--- src/hw/chan_seq_defs.vh ---
`ifndef CHAN_SEQ_DEFS_VH
`define CHAN_SEQ_DEFS_VH
// Opcodes
`define OP_HALT_IO      8'h9E
`define OP_TEST_CHANNEL 8'h9F
// Operand address fields, bit 0 is the least significant of 24
`define CHAN_HI         10
`define CHAN_LO         8
`define UNIT_HI         7
`define UNIT_LO         0
// Register byte offsets
`define REG_CTRL        4'h0
`define REG_STATUS      4'h4
`define REG_IRQ_STAT    4'h8
`define REG_IRQ_MASK    4'hC
// Control register fields
`define CTRL_GO         0
`define CTRL_SUPV       1
`define CTRL_OP_LSB     8
`define CTRL_OPA_LSB    16
// Interrupt status bits
`define IRQ_DONE        0
`define IRQ_PRIV        1
// Reset values
`define CC_RST          2'h0
`define MASK_RST        2'h0
`endif

--- src/hw/op_decode.v ---
`include "chan_seq_defs.vh"
// Classifies the fetched opcode
module op_decode (
  // Opcode in
  input  wire [7:0] opcode_i,
  // Class out
  output wire       is_halt_o,
  output wire       is_test_o
);
  // Both instructions use the storage-immediate format
  assign is_halt_o = (opcode_i == `OP_HALT_IO);
  assign is_test_o = (opcode_i == `OP_TEST_CHANNEL);
endmodule // op_decode

--- src/hw/chan_seq.v ---
// The register addresses and the Avalon-MM register port are this design's own decisions.
`include "chan_seq_defs.vh"
module chan_seq (
  // Clock and reset
  input  wire        mclk_i,
  input  wire        sys_rst_i,
  // Avalon-MM slave
  input  wire [3:0]  avs_address_i,
  input  wire        avs_read_i,
  input  wire        avs_write_i,
  input  wire [31:0] avs_writedata_i,
  output reg  [31:0] avs_readdata_o,
  output reg         avs_waitrequest_o,
  // Channel side
  output reg  [7:0]  chan_select_o,
  output reg  [7:0]  unit_addr_o,
  output reg         halt_cmd_o,
  input  wire [1:0]  condition_code_i,
  input  wire        release_i,
  // Processor side
  output reg         end_op_o,
  output reg         irq_o
);
  localparam ST_IDLE  = 2'h0;
  localparam ST_WAIT  = 2'h1;
  localparam ST_ENDOP = 2'h2;

  reg  [1:0]  state_r;
  reg  [7:0]  op_r;
  reg  [23:0] opa_r;
  reg         supv_r;
  reg  [1:0]  cc_r;
  reg         priv_r;
  reg  [1:0]  irq_stat_r;
  reg  [1:0]  irq_mask_r;
  reg         busy_r;
  reg         go_p;
  reg  [2:0]  rel_s;
  reg         rel_lvl_r;
  reg         set_done;
  reg         set_priv;
  wire        is_halt;
  wire        is_test;
  wire [2:0]  chan_num;
  wire        rel_lvl;

  op_decode u_dec (
    .opcode_i  (op_r),
    .is_halt_o (is_halt),
    .is_test_o (is_test)
  );

  // Operand bit n is vector bit n
  assign chan_num = opa_r[`CHAN_HI:`CHAN_LO];
  // Filtered release level, both edges debounced alike
  assign rel_lvl = rel_lvl_r;

  // Release comes from the channel domain
  always @(posedge mclk_i)
  begin
    if (sys_rst_i)
    begin
      rel_s     <= 3'h0;
      rel_lvl_r <= 1'b0;
    end
    else
    begin
      rel_s <= {rel_s[1:0], release_i};
      // A change counts once the last two stages agree
      if (rel_s[2] == rel_s[1])
        rel_lvl_r <= rel_s[2];
    end
  end

  // Bus slave: one wait cycle, answer on the second edge
  always @(posedge mclk_i)
  begin
    if (sys_rst_i)
    begin
      avs_waitrequest_o <= 1'b1;
      avs_readdata_o    <= 32'h0;
      op_r              <= 8'h0;
      opa_r             <= 24'h0;
      supv_r            <= 1'b0;
      irq_mask_r        <= `MASK_RST;
      go_p              <= 1'b0;
    end
    else
    begin
      go_p <= 1'b0;
      if ((avs_read_i | avs_write_i) & avs_waitrequest_o)
        avs_waitrequest_o <= 1'b0;
      else
        avs_waitrequest_o <= 1'b1;
      if (avs_write_i & avs_waitrequest_o)
      begin
        case (avs_address_i)
          `REG_CTRL:
          begin
            if (!busy_r)
            begin
              supv_r <= avs_writedata_i[`CTRL_SUPV];
              op_r   <= avs_writedata_i[`CTRL_OP_LSB+7:`CTRL_OP_LSB];
              go_p   <= avs_writedata_i[`CTRL_GO];
            end
          end
          `REG_IRQ_MASK: irq_mask_r <= avs_writedata_i[1:0];
          default: ;
        endcase
      end
      if (avs_read_i & avs_waitrequest_o)
      begin
        case (avs_address_i)
          `REG_CTRL:     avs_readdata_o <= {op_r, 3'h0, priv_r, cc_r, supv_r, busy_r, 8'h0, op_r};
          `REG_STATUS:   avs_readdata_o <= {8'h0, opa_r};
          `REG_IRQ_STAT: avs_readdata_o <= {30'h0, irq_stat_r};
          `REG_IRQ_MASK: avs_readdata_o <= {30'h0, irq_mask_r};
          default:       avs_readdata_o <= 32'h0;
        endcase
      end
      // Operand address register sits at offset 4 for writes
      if (avs_write_i & avs_waitrequest_o & (avs_address_i == `REG_STATUS) & !busy_r)
        opa_r <= avs_writedata_i[23:0];
    end
  end

  // Instruction sequencer
  always @(posedge mclk_i)
  begin
    if (sys_rst_i)
    begin
      state_r       <= ST_IDLE;
      chan_select_o <= 8'h0;
      unit_addr_o   <= 8'h0;
      halt_cmd_o    <= 1'b0;
      cc_r          <= `CC_RST;
      priv_r        <= 1'b0;
      end_op_o      <= 1'b0;
      busy_r        <= 1'b0;
      set_done      <= 1'b0;
      set_priv      <= 1'b0;
    end
    else
    begin
      end_op_o <= 1'b0;
      set_done <= 1'b0;
      set_priv <= 1'b0;
      case (state_r)
        ST_IDLE:
        begin
          if (go_p & (is_halt | is_test) & !rel_lvl)
          begin
            if (!supv_r)
            begin
              priv_r   <= 1'b1;
              set_priv <= 1'b1;
            end
            else
            begin
              priv_r        <= 1'b0;
              busy_r        <= 1'b1;
              chan_select_o <= 8'h01 << chan_num;
              // Unit address only travels with a halt
              unit_addr_o   <= is_halt ? opa_r[`UNIT_HI:`UNIT_LO] : 8'h0;
              halt_cmd_o    <= is_halt;
              state_r       <= ST_WAIT;
            end
          end
        end
        ST_WAIT:
        begin
          // Channel settles codes 0-3 on its own side; we only latch
          if (rel_lvl)
          begin
            cc_r          <= condition_code_i;
            chan_select_o <= 8'h0;
            halt_cmd_o    <= 1'b0;
            unit_addr_o   <= 8'h0;
            state_r       <= ST_ENDOP;
          end
        end
        ST_ENDOP:
        begin
          // Wait for release to fall before the next instruction
          if (!rel_lvl)
          begin
            end_op_o <= 1'b1;
            busy_r   <= 1'b0;
            set_done <= 1'b1;
            state_r  <= ST_IDLE;
          end
        end
        default: state_r <= ST_IDLE;
      endcase
    end
  end

  // Sticky events; read of status clears, set wins
  always @(posedge mclk_i)
  begin
    if (sys_rst_i)
    begin
      irq_stat_r <= 2'h0;
      irq_o      <= 1'b0;
    end
    else
    begin
      irq_stat_r <= ((avs_read_i & avs_waitrequest_o & (avs_address_i == `REG_IRQ_STAT))
                     ? 2'h0 : irq_stat_r) | {set_priv, set_done};
      irq_o      <= |(irq_stat_r & irq_mask_r);
    end
  end
endmodule // chan_seq

--- config.mk ---
export PLATFORM = sky130hd
export DESIGN_NAME = chan_seq
export DESIGN_NICKNAME = d
export VERILOG_FILES = /design/src/hw/op_decode.v /design/src/hw/chan_seq.v
export VERILOG_INCLUDE_DIRS = /design/src /design/src/hw
export SDC_FILE = /design/constraint.sdc
export NUM_CORES = 1
export LEC_CHECK = 0
export BUFFER_PORTS_ARGS = -buffer_cell sky130_fd_sc_hd__buf_2
export CORE_ASPECT_RATIO = 0.5
export CORE_UTILIZATION = 59
export CTS_BUF_LIST = sky130_fd_sc_hd__clkbuf_8
export DETAILED_ROUTE_END_ITERATION = 10
export GPL_TIMING_DRIVEN = 0
export PLACE_DENSITY_LB_ADDON = 0.3
export SYNTH_ARGS = -nofsm -noshare
export SYNTH_HDL_FRONTEND = slang
export SYNTH_SLANG_ARGS = --single-unit
--- constraint.sdc ---
create_clock -name mclk_i -period 4 [get_ports mclk_i]
set_input_delay 0.4 -clock mclk_i [delete_from_list [all_inputs] [get_ports mclk_i]]
set_output_delay 0.4 -clock mclk_i [all_outputs]
set_load 0.05 [all_outputs]
# Yosys cells after proc, flatten, opt, wreduce, memory -nomap -nowiden
# Index checks and enable logic that the tools add are counted.
# W data, S select, Z words.
[word_totals] out_inout_bits=52 wordCells=94 ff_bits=101
[classes] bitwise=18 shifts=1 mux=26 n_eq_ne=12 n_reduce_logical=17
[ops] operator="$pmux W32 S4" count=1
[ops] operator="$mux W8" count=6
[ops] operator="$pmux W8 S2" count=2
[ops] operator="$eq A8 B8 Y1 const B" count=2
[ops] operator="$reduce_and A4 Y1" count=3
[ops] operator="$mux W2" count=5
[ops] operator="$mux W1" count=9
[ops] operator="$and A1 B1 Y1" count=8
[ops] operator="$eq A4 B4 Y1 const B" count=2
[ops] operator="$ne A2 B2 Y1 const B" count=4
[ops] operator="$shl A1 B3 Y8 const A" count=1
[ops] operator="$not A1 Y1" count=6
[ops] operator="$pmux W2 S3" count=1
[ops] operator="$reduce_and A2 Y1" count=3
[ops] operator="$eq A4 B3 Y1 const B" count=1
[ops] operator="$logic_not A4 Y1" count=1
[ops] operator="$pmux W1 S2" count=2
[ops] operator="$reduce_bool A2 Y1" count=2
[ops] operator="$reduce_or A2 Y1" count=2
[ops] operator="$reduce_or A4 Y1" count=1
[ops] operator="$reduce_and A3 Y1" count=1
[ops] operator="$reduce_or A3 Y1" count=1
[ops] operator="$and A2 B2 Y2" count=1
[ops] operator="$eq A2 B1 Y1 const B" count=1
[ops] operator="6 further kinds" count=8

# Longest topological paths before layout
# Gate-level depths: netlist of run 1.
[logic_depth] ltp_word=6 mapped_depth=6 depth_no_buf=4

# By module
# A second synthesis of run 1 with hierarchy kept.
[unflattened] cells_unflattened=466 hier_area_um2=4204.0
[modules_own_cells] mod="chan_seq" area_per_inst_um2=4174.0 seq_area_each_um2=2021.9 cells_per_inst=461 instances=1
[modules_own_cells] mod="op_decode" area_per_inst_um2=30.0 seq_area_each_um2=0.0 cells_per_inst=5 instances=1

# Worst setup path after synthesis of run 1
# OpenSTA, ideal clock, no wires.
[synth_path] path_type="register -> register" from="register avs_waitrequest_o" to="register irq_mask_r[0]" required_time_ps=3872 setup_slack_ps=2265 path_stages_with_launch=5 path_buffers=0 t_arrival_ps=1608 cell_sequence="dfxtp_1 -> nand2_1 -> nor4_1 -> mux2i_1 -> nor2_1"
[synth_between] elab_chain_len=2
[synth_rtl] element="start: declaration" line="chan_seq.v:13" rtl="output reg avs_waitrequest_o,"
[synth_rtl] element="start signal: assignment" line="chan_seq.v:80" rtl="avs_waitrequest_o <= 1'b1;"
[synth_rtl] element="start signal: assignment" line="chan_seq.v:92" rtl="avs_waitrequest_o <= 1'b0;"
[synth_rtl] element="start signal: assignment" line="chan_seq.v:94" rtl="avs_waitrequest_o <= 1'b1;"
[synth_rtl] element="$and A1 B1 Y1" line="chan_seq.v:95" rtl="if (avs_write_i & avs_waitrequest_o)"
[synth_rtl] element="$reduce_and A2 Y1 (no line)"
[synth_rtl] element="end signal: assignment" line="chan_seq.v:85" rtl="irq_mask_r <= `MASK_RST;"
[synth_rtl] element="end signal: assignment" line="chan_seq.v:107" rtl="`REG_IRQ_MASK: irq_mask_r <= avs_writedata_i[1:0];"
[synth_rtl] element="end: declaration" line="chan_seq.v:35" rtl="reg [1:0] irq_mask_r;"
# Every way passes these cells.
# A chain may end at the register's enable or synchronous reset.

# Worst setup path after layout of run 1
[layout_path] from="register op_r[3]" to="register unit_addr_o[5]"
[layout_between] elab_chain_len=6 word_cells_on_any_way=11 cone_classes="eq/ne (3); mux (4); bitwise (3); reduce/logical (1)"
[layout_rtl] element="start: declaration" line="chan_seq.v:29" rtl="reg [7:0] op_r;"
[layout_rtl] element="start signal: assignment" line="chan_seq.v:103" rtl="op_r <= avs_writedata_i[`CTRL_OP_LSB+7:`CTRL_OP_LSB];"
[layout_rtl] element="$eq A8 B8 Y1 (no line)"
[layout_rtl] element="$or A1 B1 Y1" line="chan_seq.v:151" rtl="if (go_p & (is_halt | is_test) & !rel_lvl)"
[layout_rtl] element="$and A1 B1 Y1 (2 in a row)" line="chan_seq.v:151"
[layout_rtl] element="$ne A2 B2 Y1 (no line)"
[layout_rtl] element="$reduce_and A4 Y1 (no line)"
[layout_rtl] element="end signal: assignment" line="chan_seq.v:164" rtl="unit_addr_o <= is_halt ? opa_r[`UNIT_HI:`UNIT_LO] : 8'h0;"
[layout_rtl] element="end: declaration" line="chan_seq.v:16" rtl="output reg [7:0] unit_addr_o,"
# Several ways; a longest one is shown, not always the timed one. The select of a mux whose other input is x is not followed.

==> results of run 1 <==
## flip-flops by register name, indices dropped and copies added, names as in the netlist, 3 cells and up
register / cells
rel_s: 3
avs_readdata_o: 32
chan_select_o: 8
unit_addr_o: 8
op_r: 8
opa_r: 24
## through the flow
stage                     utilization [%]  area (um^2)
after floorplan                         -         3732
after global placement              70.19         4268
after detailed placement            70.19         4268
after CTS                           73.70         4482
after global routing                73.70         4482
final                               73.70         4482
## where the power goes
| part | internal, uW | switching (uW) |
|---|---|---|
| Clock | 319 | 376 |
| Combinational | 30.2 | 73.8 |
| Sequential | 1010 | 5.93 |
| Total | 1360 | 455 |
## worst max path at each step
| stage | slack [ns] | depth (start not counted) | endpoint |
|---|---|---|---|
| global placement | 1.96 | 6 | opa_r[23] |
| CTS | 2.16 | 5 | unit_addr_o[5] |
| finish | 2.13 | 5 | unit_addr_o[5] |
| detailed placement | 1.92 | 6 | opa_r[20] |
| floorplan | 2.26 | 4 | irq_mask_r[0] |
| global route | 2.01 | 5 | unit_addr_o[5] |
## layout by cell type, fill, tap and decap left out, types with 2 or more instances in the layout
cell / Yosys / layout
clkbuf_2: 2 / 2
nor4b_4: 2 / 2
o21ai_0: 20 / 20
nand3_1: 34 / 34
clkbuf_1: 15 / 15
nor2b_1: 4 / 4
nor3_1: 3 / 3
mux2i_1: 11 / 11
buf_2: 4 / 89
inv_1: 4 / 4
and2_1: 2 / 2
a21oi_1: 48 / 48
a22o_1: 10 / 10
nor4_1: 2 / 2
nor3b_1: 2 / 2
clkbuf_8: 0 / 10
and3_1: 4 / 4
dfxtp_1: 101 / 101
a221oi_1: 4 / 4
inv_6: 0 / 3
buf_1: 4 / 4
buf_6: 2 / 2
mux4_2: 2 / 2
nor2_1: 21 / 21
nand2_1: 84 / 84
nand3b_1: 4 / 4
a22oi_1: 9 / 9
## final cells by class
| cell class | count | area (um^2) |
|---|---|---|
| Inverter | 4 | 15.01 |
| Buffer | 28 | 131.4 |
| Multi-Input combinational cell | 279 | 1564 |
| Clock buffer | 10 | 137.6 |
| Clock inverter | 6 | 76.32 |
| Timing Repair Buffer | 85 | 425.4 |
| Tap cell | 88 | 110.1 |
| Fill cell | 491 | 1599 |
| Sequential cell | 101 | 2022 |
## logic make-up after synthesis
family | Yosys count
buffers and inverters | 32
and+or+nand+nor | 169
AOI/OAI and AO/OA | 96
muxes | 13
xor gates and xnor gates | 1
DFF | 101
## worst max-delay path, stage by stage (launching register included)
cell and delay (ns):
dfxtp_1 0.44, and4_1 0.33, nand4_2 0.28, and2_1 0.26, buf_2 0.18, a22o_1 0.26
## layer usage
layer / track usage, % / up-vias / part of all wire [%]
met3: 11.82 / 11 / 7.9
met4: 7.792 / 0 / 0.78
met1: 40.96 / 1616 / 47
met2: 46.41 / 119 / 44
li1: - / 1626 / -
met5: 0 / - / 0
==> results.cfg, run 1 <==
[floorplanning]
die_h_um = 58.24
fp.dieArea_um2 = 6667
core_um2 = 6081
num_rows = 20
ios = 95
fp.dieW_um = 114.5
initial_core_util_pct = 61.38

[clocking]
cts_hold_buf = 0
cts_resized = 0
clockBufferDepth = 2
cts.sinks = 101
cts_setup_buffers = 0
h-tree-depth = 3
clk_pin_slew_ns = 0.11
insertion_delay_ns = 0.38
cts_buffers = 9
cts_tree = done
cts_root_buf = clkbuf_8

[synthesis]
synth_area_leader_cell = dfxtp_1
synth_flop_cell = dfxtp_1
syn-num-nets = 455
yosysTopAreaCellShare_pct = 54.17
ys_seq_elements = 101
synth_compound_area_share_pct = 15.25
synth_edf_count = 0
synth-seq-area-share_pct = 54.17
synth_xor_area_share_pct = 0.2347
synth-async-reset-ratio_pct = 0
yosysWarnings = 0
synthMuxAreaShare_pct = 4.157
netlist_area_um2 = 3732
synthTopCellsByCount = dfxtp_1, nand2_1, a21oi_1, nand3_1, nor2_1
syn_avg_cell_area_um2 = 9.059
synth_top_family_by_area = simple AND/OR/NAND/NOR gates
yosysMostFrequentCell = dfxtp_1
yosys.area_share.simple_pct = 22.26
synth_adder_area_share_pct = 0
synth_cell_types = 39
syn_inst = 412
synth_area_leaders = dfxtp_1, nand2_1, a21oi_1

[hold_path]
min_to = opa_r[21]
min-delay-start = avs_writedata_i[21]
min_path_cells = 3
hold_class = in -> reg

[flow_run]
max_cap_violations = 0

[routing]
vias = 3372
routed_wl_um = 9530
drc = 0
wire_per_inst_um = 15.86
viasPerCell = 5.611
postRouteAntennaNets = 0
dr.pass1.iters = 4
drt_iter0_drc = 238

[final_layout]
antenna_cells = 0
drive_above_1_share_pct = 23.20
area_delta_synth_final_pct = 20.08
finish.net_count = 551
layoutNonFillerInstCount = 601

[setup_path]
worstSetupStartpoint = op_r[3]
critPathKind = reg -> reg
rrSetupSlack_ns = 2.13
cp_max_fo = 10
timing.rr.start = op_r[3]
crit_path_end_kind = flop
reg2reg_to = unit_addr_o[5]
crit_required_ns = 4.26
start_kind = flop
worstPathArrival_ns = 2.13
worst_r2r_path_depth = 5

[sta]
finalSetupTns_ns = 0
fin_hold_ws_ns = 0.2433
fin_crit_sh_pct = 46.72
fin_crit_ns = 1.869
final-hold-violation-count = 0
drv_slew = 0
setup_viol = 0
clock_skew_ns = 0.01409
fin_ws_ns = 2.131
tightest_slew_ns = 0.7771
rsz0062_at_grt = false
max_freq_mhz = 535.1
slew_headroom_pct = 48.00

[pwr]
leakage_uw = 0.001777
vdd_drop_max_mv = 0.3031
total_power_uw = 1817
powerDensity_nw_per_um2 = 405.4

[grt]
grt_use_total_pct = 30.47
grt_max_degree = 19
overflow = 0
antenna_found_initial = 0
grt_first_pass_wirelength_um = 14970
grt_pass1_vias = 3041

[placed_design]
numPortBuffers = 85
placed_cells = 585
place_congestion = 0.8379
pre_cts_ws_ns = 1.916
hpwl_um = 6762

[run_status]
status = completed
(Power assumes the default switching activity.)
==> run 2: changes to the inputs <==
--- a/config.mk
+++ b/config.mk
@@ -8,7 +8,7 @@
 export LEC_CHECK = 0
 export BUFFER_PORTS_ARGS = -buffer_cell sky130_fd_sc_hd__buf_2
 export CORE_ASPECT_RATIO = 0.5
-export CORE_UTILIZATION = 59
+export CORE_UTILIZATION = 54
 export CTS_BUF_LIST = sky130_fd_sc_hd__clkbuf_8
 export DETAILED_ROUTE_END_ITERATION = 10
 export GPL_TIMING_DRIVEN = 0
==> constraint.sdc (replaced) <==
create_clock -name mclk_i -period 1.95 [get_ports mclk_i]
set_input_delay 0.195 -clock mclk_i [delete_from_list [all_inputs] [get_ports mclk_i]]
set_output_delay 0.195 -clock mclk_i [all_outputs]
set_load 0.05 [all_outputs]
==> results.cfg, run 2 (synthesis gave the netlist of run 1 again) <==
[floorplanning]
core_um2 = 6356
fp.dieW_um = 119.6
num_rows = 20
die_h_um = 60.79
ios = 95
fp.dieArea_um2 = 7268
initial_core_util_pct = 58.72

[grt]
overflow = 0
grt_max_degree = 17
grt_pass1_vias = 2933
grt_use_total_pct = 27.84
grt_first_pass_wirelength_um = 14810
antenna_found_initial = 0

[hold_path]
min_path_cells = 2
hold_class = in -> reg
min-delay-start = release_i

[setup_path]
slowest_delay_ns = 0.31
worst_r2r_path_depth = 6
critPathKind = reg -> reg
cp_cell_sequence = buf_2 > nor3_4 > nand4_2 > and2_1 > buf_2 > a22o_1
cp_max_fo = 10
timing.rr.start = rel_lvl
crit_path_end_kind = flop
start_kind = flop
crit_required_ns = 2.23
cp_common_cell = buf_2
worstPathArrival_ns = 2.14
critical-path-slowest-cell = dfxtp_1
worstSetupStartpoint = rel_lvl

[sta]
drv_slew = 0
final-hold-violation-count = 0
fin_crit_sh_pct = 95.70
clock_skew_ns = 0.006052
rsz0062_at_grt = false
max_freq_mhz = 535.9
slew_headroom_pct = 45.98
fin_hold_ws_ns = 0.02566
finalSetupTns_ns = 0
fin_crit_ns = 1.866
setup_viol = 0
tightest_slew_ns = 0.8073

[placed_design]
numPortBuffers = 85
hpwl_um = 6830
place_area_um2 = 4268
place_congestion = 0.8539

[routing]
viasPerCell = 5.539
postRouteAntennaNets = 0
dr.pass1.iters = 7
vias = 3329
routed_wl_um = 9573
drc = 0
drt_iter0_drc = 327
wire_per_inst_um = 15.93

[final_layout]
multi_input_area_um2 = 1564
largest_reg_flops = 32
final_common_cell = dfxtp_1
top_register = avs_readdata_o
reg.largest.list = avs_readdata_o: 32 flops, opa_r: 24 flops
antenna_cells = 0
drive_above_1_share_pct = 23.20
fillers = 542
final_cell_mix = dfxtp_1, buf_2, nand2_1
finish.net_count = 551
seq_area_um2 = 2022
area_delta_synth_final_pct = 19.98
fin_area_um2 = 4478

[clocking]
cts_buffers = 9
cts_resized = 0
cts_setup_buffers = 0
clockBufferDepth = 2
cts_tree = done
cts.sinks = 101
insertion_delay_ns = 0.38
cts_root_buf = clkbuf_8
clk_pin_slew_ns = 0.09
h-tree-depth = 3
cts_hold_buf = 0

[run_status]
status = completed

[pwr]
powerDensity_nw_per_um2 = 823.6
total_power_uw = 3688
leakage_uw = 0.001769
vdd_drop_max_mv = 0.4252

[flow_run]
max_cap_violations = 0
run 2: changes by cell type in the layout (fill, tap and decap cells not counted), sizes merged:
cell,delta
clkbuf,+1
clkinvlp,+2
inv,-4
clkinv,+1
run 2: worst paths after layout:
path                    endpoint  slack [ns]
setup / recovery  unit_addr_o[4]        0.08
hold / removal          rel_s[0]        0.03
setup reg to reg  unit_addr_o[4]        0.08
hold reg to reg         rel_s[1]        0.45
run 2: routing by layer:
| layer | vias up | GRT usage [%] | share of wire (%) |
|---|---|---|---|
| li1 | 1624 | - | - |
| met1 | 1557 | 37.81 | 48 |
| met2 | 135 | 42.69 | 43 |
| met3 | 13 | 9.962 | 8.1 |
| met4 | 0 | 7.143 | 0.98 |
| met5 | - | 0 | 0 |
run 2: layout make-up:
| cell class | count | area share [%] |
|---|---|---|
| flip-flops and latches | 101 | 45.15 |
| multi-input cells | 279 | 34.93 |
| repair buffers | 85 | 9.500 |
| clock buffers | 11 | 3.381 |
| plain buffers | 28 | 2.934 |
| well taps | 88 | 2.459 |
| clock inverters | 5 | 1.313 |
| inverters | 4 | 0.3353 |
run 2: worst max-delay path: cells and delay by family (launching register included):
family | cells | cell delay (ns)
compound gates | 1 | 0.26
flops | 1 | 0.31
simple gates | 3 | 0.81
buf+inv | 2 | 0.37
run 2: report_power, final:
group          switching (uW)  total, uW  internal (uW)
combinational             149        211           61.9
clock                     725       1390            663
sequential               12.6       2090           2080
run 2: per-stage QoR:
step | setup WS [ns] | util, % | instances
after floorplan | 0.2147 | - | 412
after global placement | 0.1090 | 67.15 | 585
after detailed placement | 0.07254 | 67.15 | 585
after CTS | 0.09813 | 70.45 | 601
after global routing | 0.002744 | 70.45 | 601
final | 0.08387 | 70.45 | 601
==> run 3: changes to the inputs <==
--- a/config.mk
+++ b/config.mk
@@ -11,7 +11,6 @@
 export CORE_UTILIZATION = 54
 export CTS_BUF_LIST = sky130_fd_sc_hd__clkbuf_8
 export DETAILED_ROUTE_END_ITERATION = 10
-export GPL_TIMING_DRIVEN = 0
 export PLACE_DENSITY_LB_ADDON = 0.3
 export SYNTH_ARGS = -nofsm -noshare
 export SYNTH_HDL_FRONTEND = slang
==> results.cfg, run 3 (synthesis gave the netlist of run 1 again) <==
[pwr]
powerDensity_nw_per_um2 = 815.9
leakage_uw = 0.001788
vdd_drop_max_mv = 0.4922

[routing]
wire_per_inst_um = 14.86
wl_met3_um = 801
drt-met1-wl_um = 4033
dr.pass1.iters = 5
drc = 0
vias = 3260
routed_wl_um = 8740
viasPerCell = 5.544
top_layer = met4
postRouteAntennaNets = 0
dr_wl_met2_um = 3875
drt_iter0_drc = 294

[clocking]
cts_setup_buffers = 0
cts_hold_buf = 0
clockBufferDepth = 2
h-tree-depth = 3
cts_root_buf = clkbuf_8
clk_pin_slew_ns = 0.09
cts_buffers = 9
cts_resized = 0
cts.sinks = 101
insertion_delay_ns = 0.36
cts_tree = done

[sta]
finalSetupTns_ns = 0
final-hold-violation-count = 0
setup_viol = 0
fin_crit_ns = 1.783
fin_ws_ns = 0.1668
max_freq_mhz = 560.8
slew_headroom_pct = 46.77
fin_crit_sh_pct = 91.45
drv_slew = 0
fin_hold_ws_ns = 0.04805
tightest_slew_ns = 0.7955
rsz0062_at_grt = false
clock_skew_ns = 0.006710

[floorplanning]
core_um2 = 6356
ios = 95
fp.dieArea_um2 = 7268
fp.dieW_um = 119.6
die_h_um = 60.79
num_rows = 20
initial_core_util_pct = 58.72

[setup_path]
rrSetupSlack_ns = 0.17
start_kind = flop
critPathKind = reg -> reg
worst_r2r_path_depth = 4
crit_path_end_kind = flop
reg2reg_to = unit_addr_o[3]
worstPathArrival_ns = 2.09
timing.rr.start = op_r[7]
crit_required_ns = 2.26
cp_max_fo = 9

[final_layout]
reg.largest.list = avs_readdata_o: 32 flops, opa_r: 24 flops
drive_above_1_share_pct = 25.40
antenna_cells = 0
finish.net_count = 538
utilization_pct = 70.49
largest_reg_flops = 32
final_common_cell = dfxtp_1
top_register = avs_readdata_o
area_delta_synth_final_pct = 20.05
final_cell_mix = dfxtp_1, buf_2, nand2_1
fin_area_um2 = 4481

[hold_path]
min-delay-start = release_i
min_path_cells = 2
min_to = rel_s[0]
hold_class = in -> reg

[placed_design]
numPortBuffers = 86
place_congestion = 0.7932
hpwl_um = 6180
pre_cts_ws_ns = 0.2052
place_area_um2 = 4270

[grt]
grt_first_pass_wirelength_um = 13990
grt_pass1_vias = 2851
overflow = 0
grt_max_degree = 34
antenna_found_initial = 0
grt_use_total_pct = 25.53

[flow_run]
max_cap_violations = 0

[run_status]
status = completed
-- run 3: cell count changes in the layout (fill, tap and decap cells not counted), sizes merged --
cell	delta
clkinvlp	-2
buf	+4
clkbuf	-16
clkinv	+1
-- run 3: where the power goes --
group | internal [uW] | leakage (uW) | switching [uW]
Clock | 692 | 0.000112 | 671
Combinational | 63.6 | 0.000861 | 140
Sequential | 2080 | 0.000815 | 13.1
-- run 3: worst max-delay path by stage --
stage                            startpoint              to
final                               op_r[7]  unit_addr_o[3]
after detailed placement            op_r[1]  unit_addr_o[3]
after CTS                           op_r[1]  unit_addr_o[3]
after floorplan           avs_waitrequest_o   irq_mask_r[0]
after global routing                op_r[1]  unit_addr_o[2]
after global placement              op_r[1]  unit_addr_o[1]
-- run 3: layer usage --
metal	track usage, %	vias to the layer above
met5	0	-
met4	6.250	0
met3	9.117	6
met2	40.38	114
met1	33.94	1544
li1	-	1596
-- run 3: area by class of cell --
class / instances / area, um^2
Sequential cell: 101 / 2022
Fill cell: 526 / 1876
Multi-Input combinational cell: 279 / 1575
Timing Repair Buffer: 100 / 548.0
Clock buffer: 12 / 165.2
Tap cell: 88 / 110.1
Clock inverter: 4 / 45.04
Inverter: 4 / 15.01
-- run 3: stage by stage --
step,total power (uW),cells
floorplan,2250,412
global placement,2338,572
detailed placement,2340,572
CTS,3679,588
global route,3787,588
finish,3656,588
-- run 3: critical path, cell delays in order, from the launching register on --
cell and delay [ns]:
dfxtp_1 0.43, and4bb_2 0.34, nand3_1 0.16, nor4b_4 0.59
a22o_1 0.22
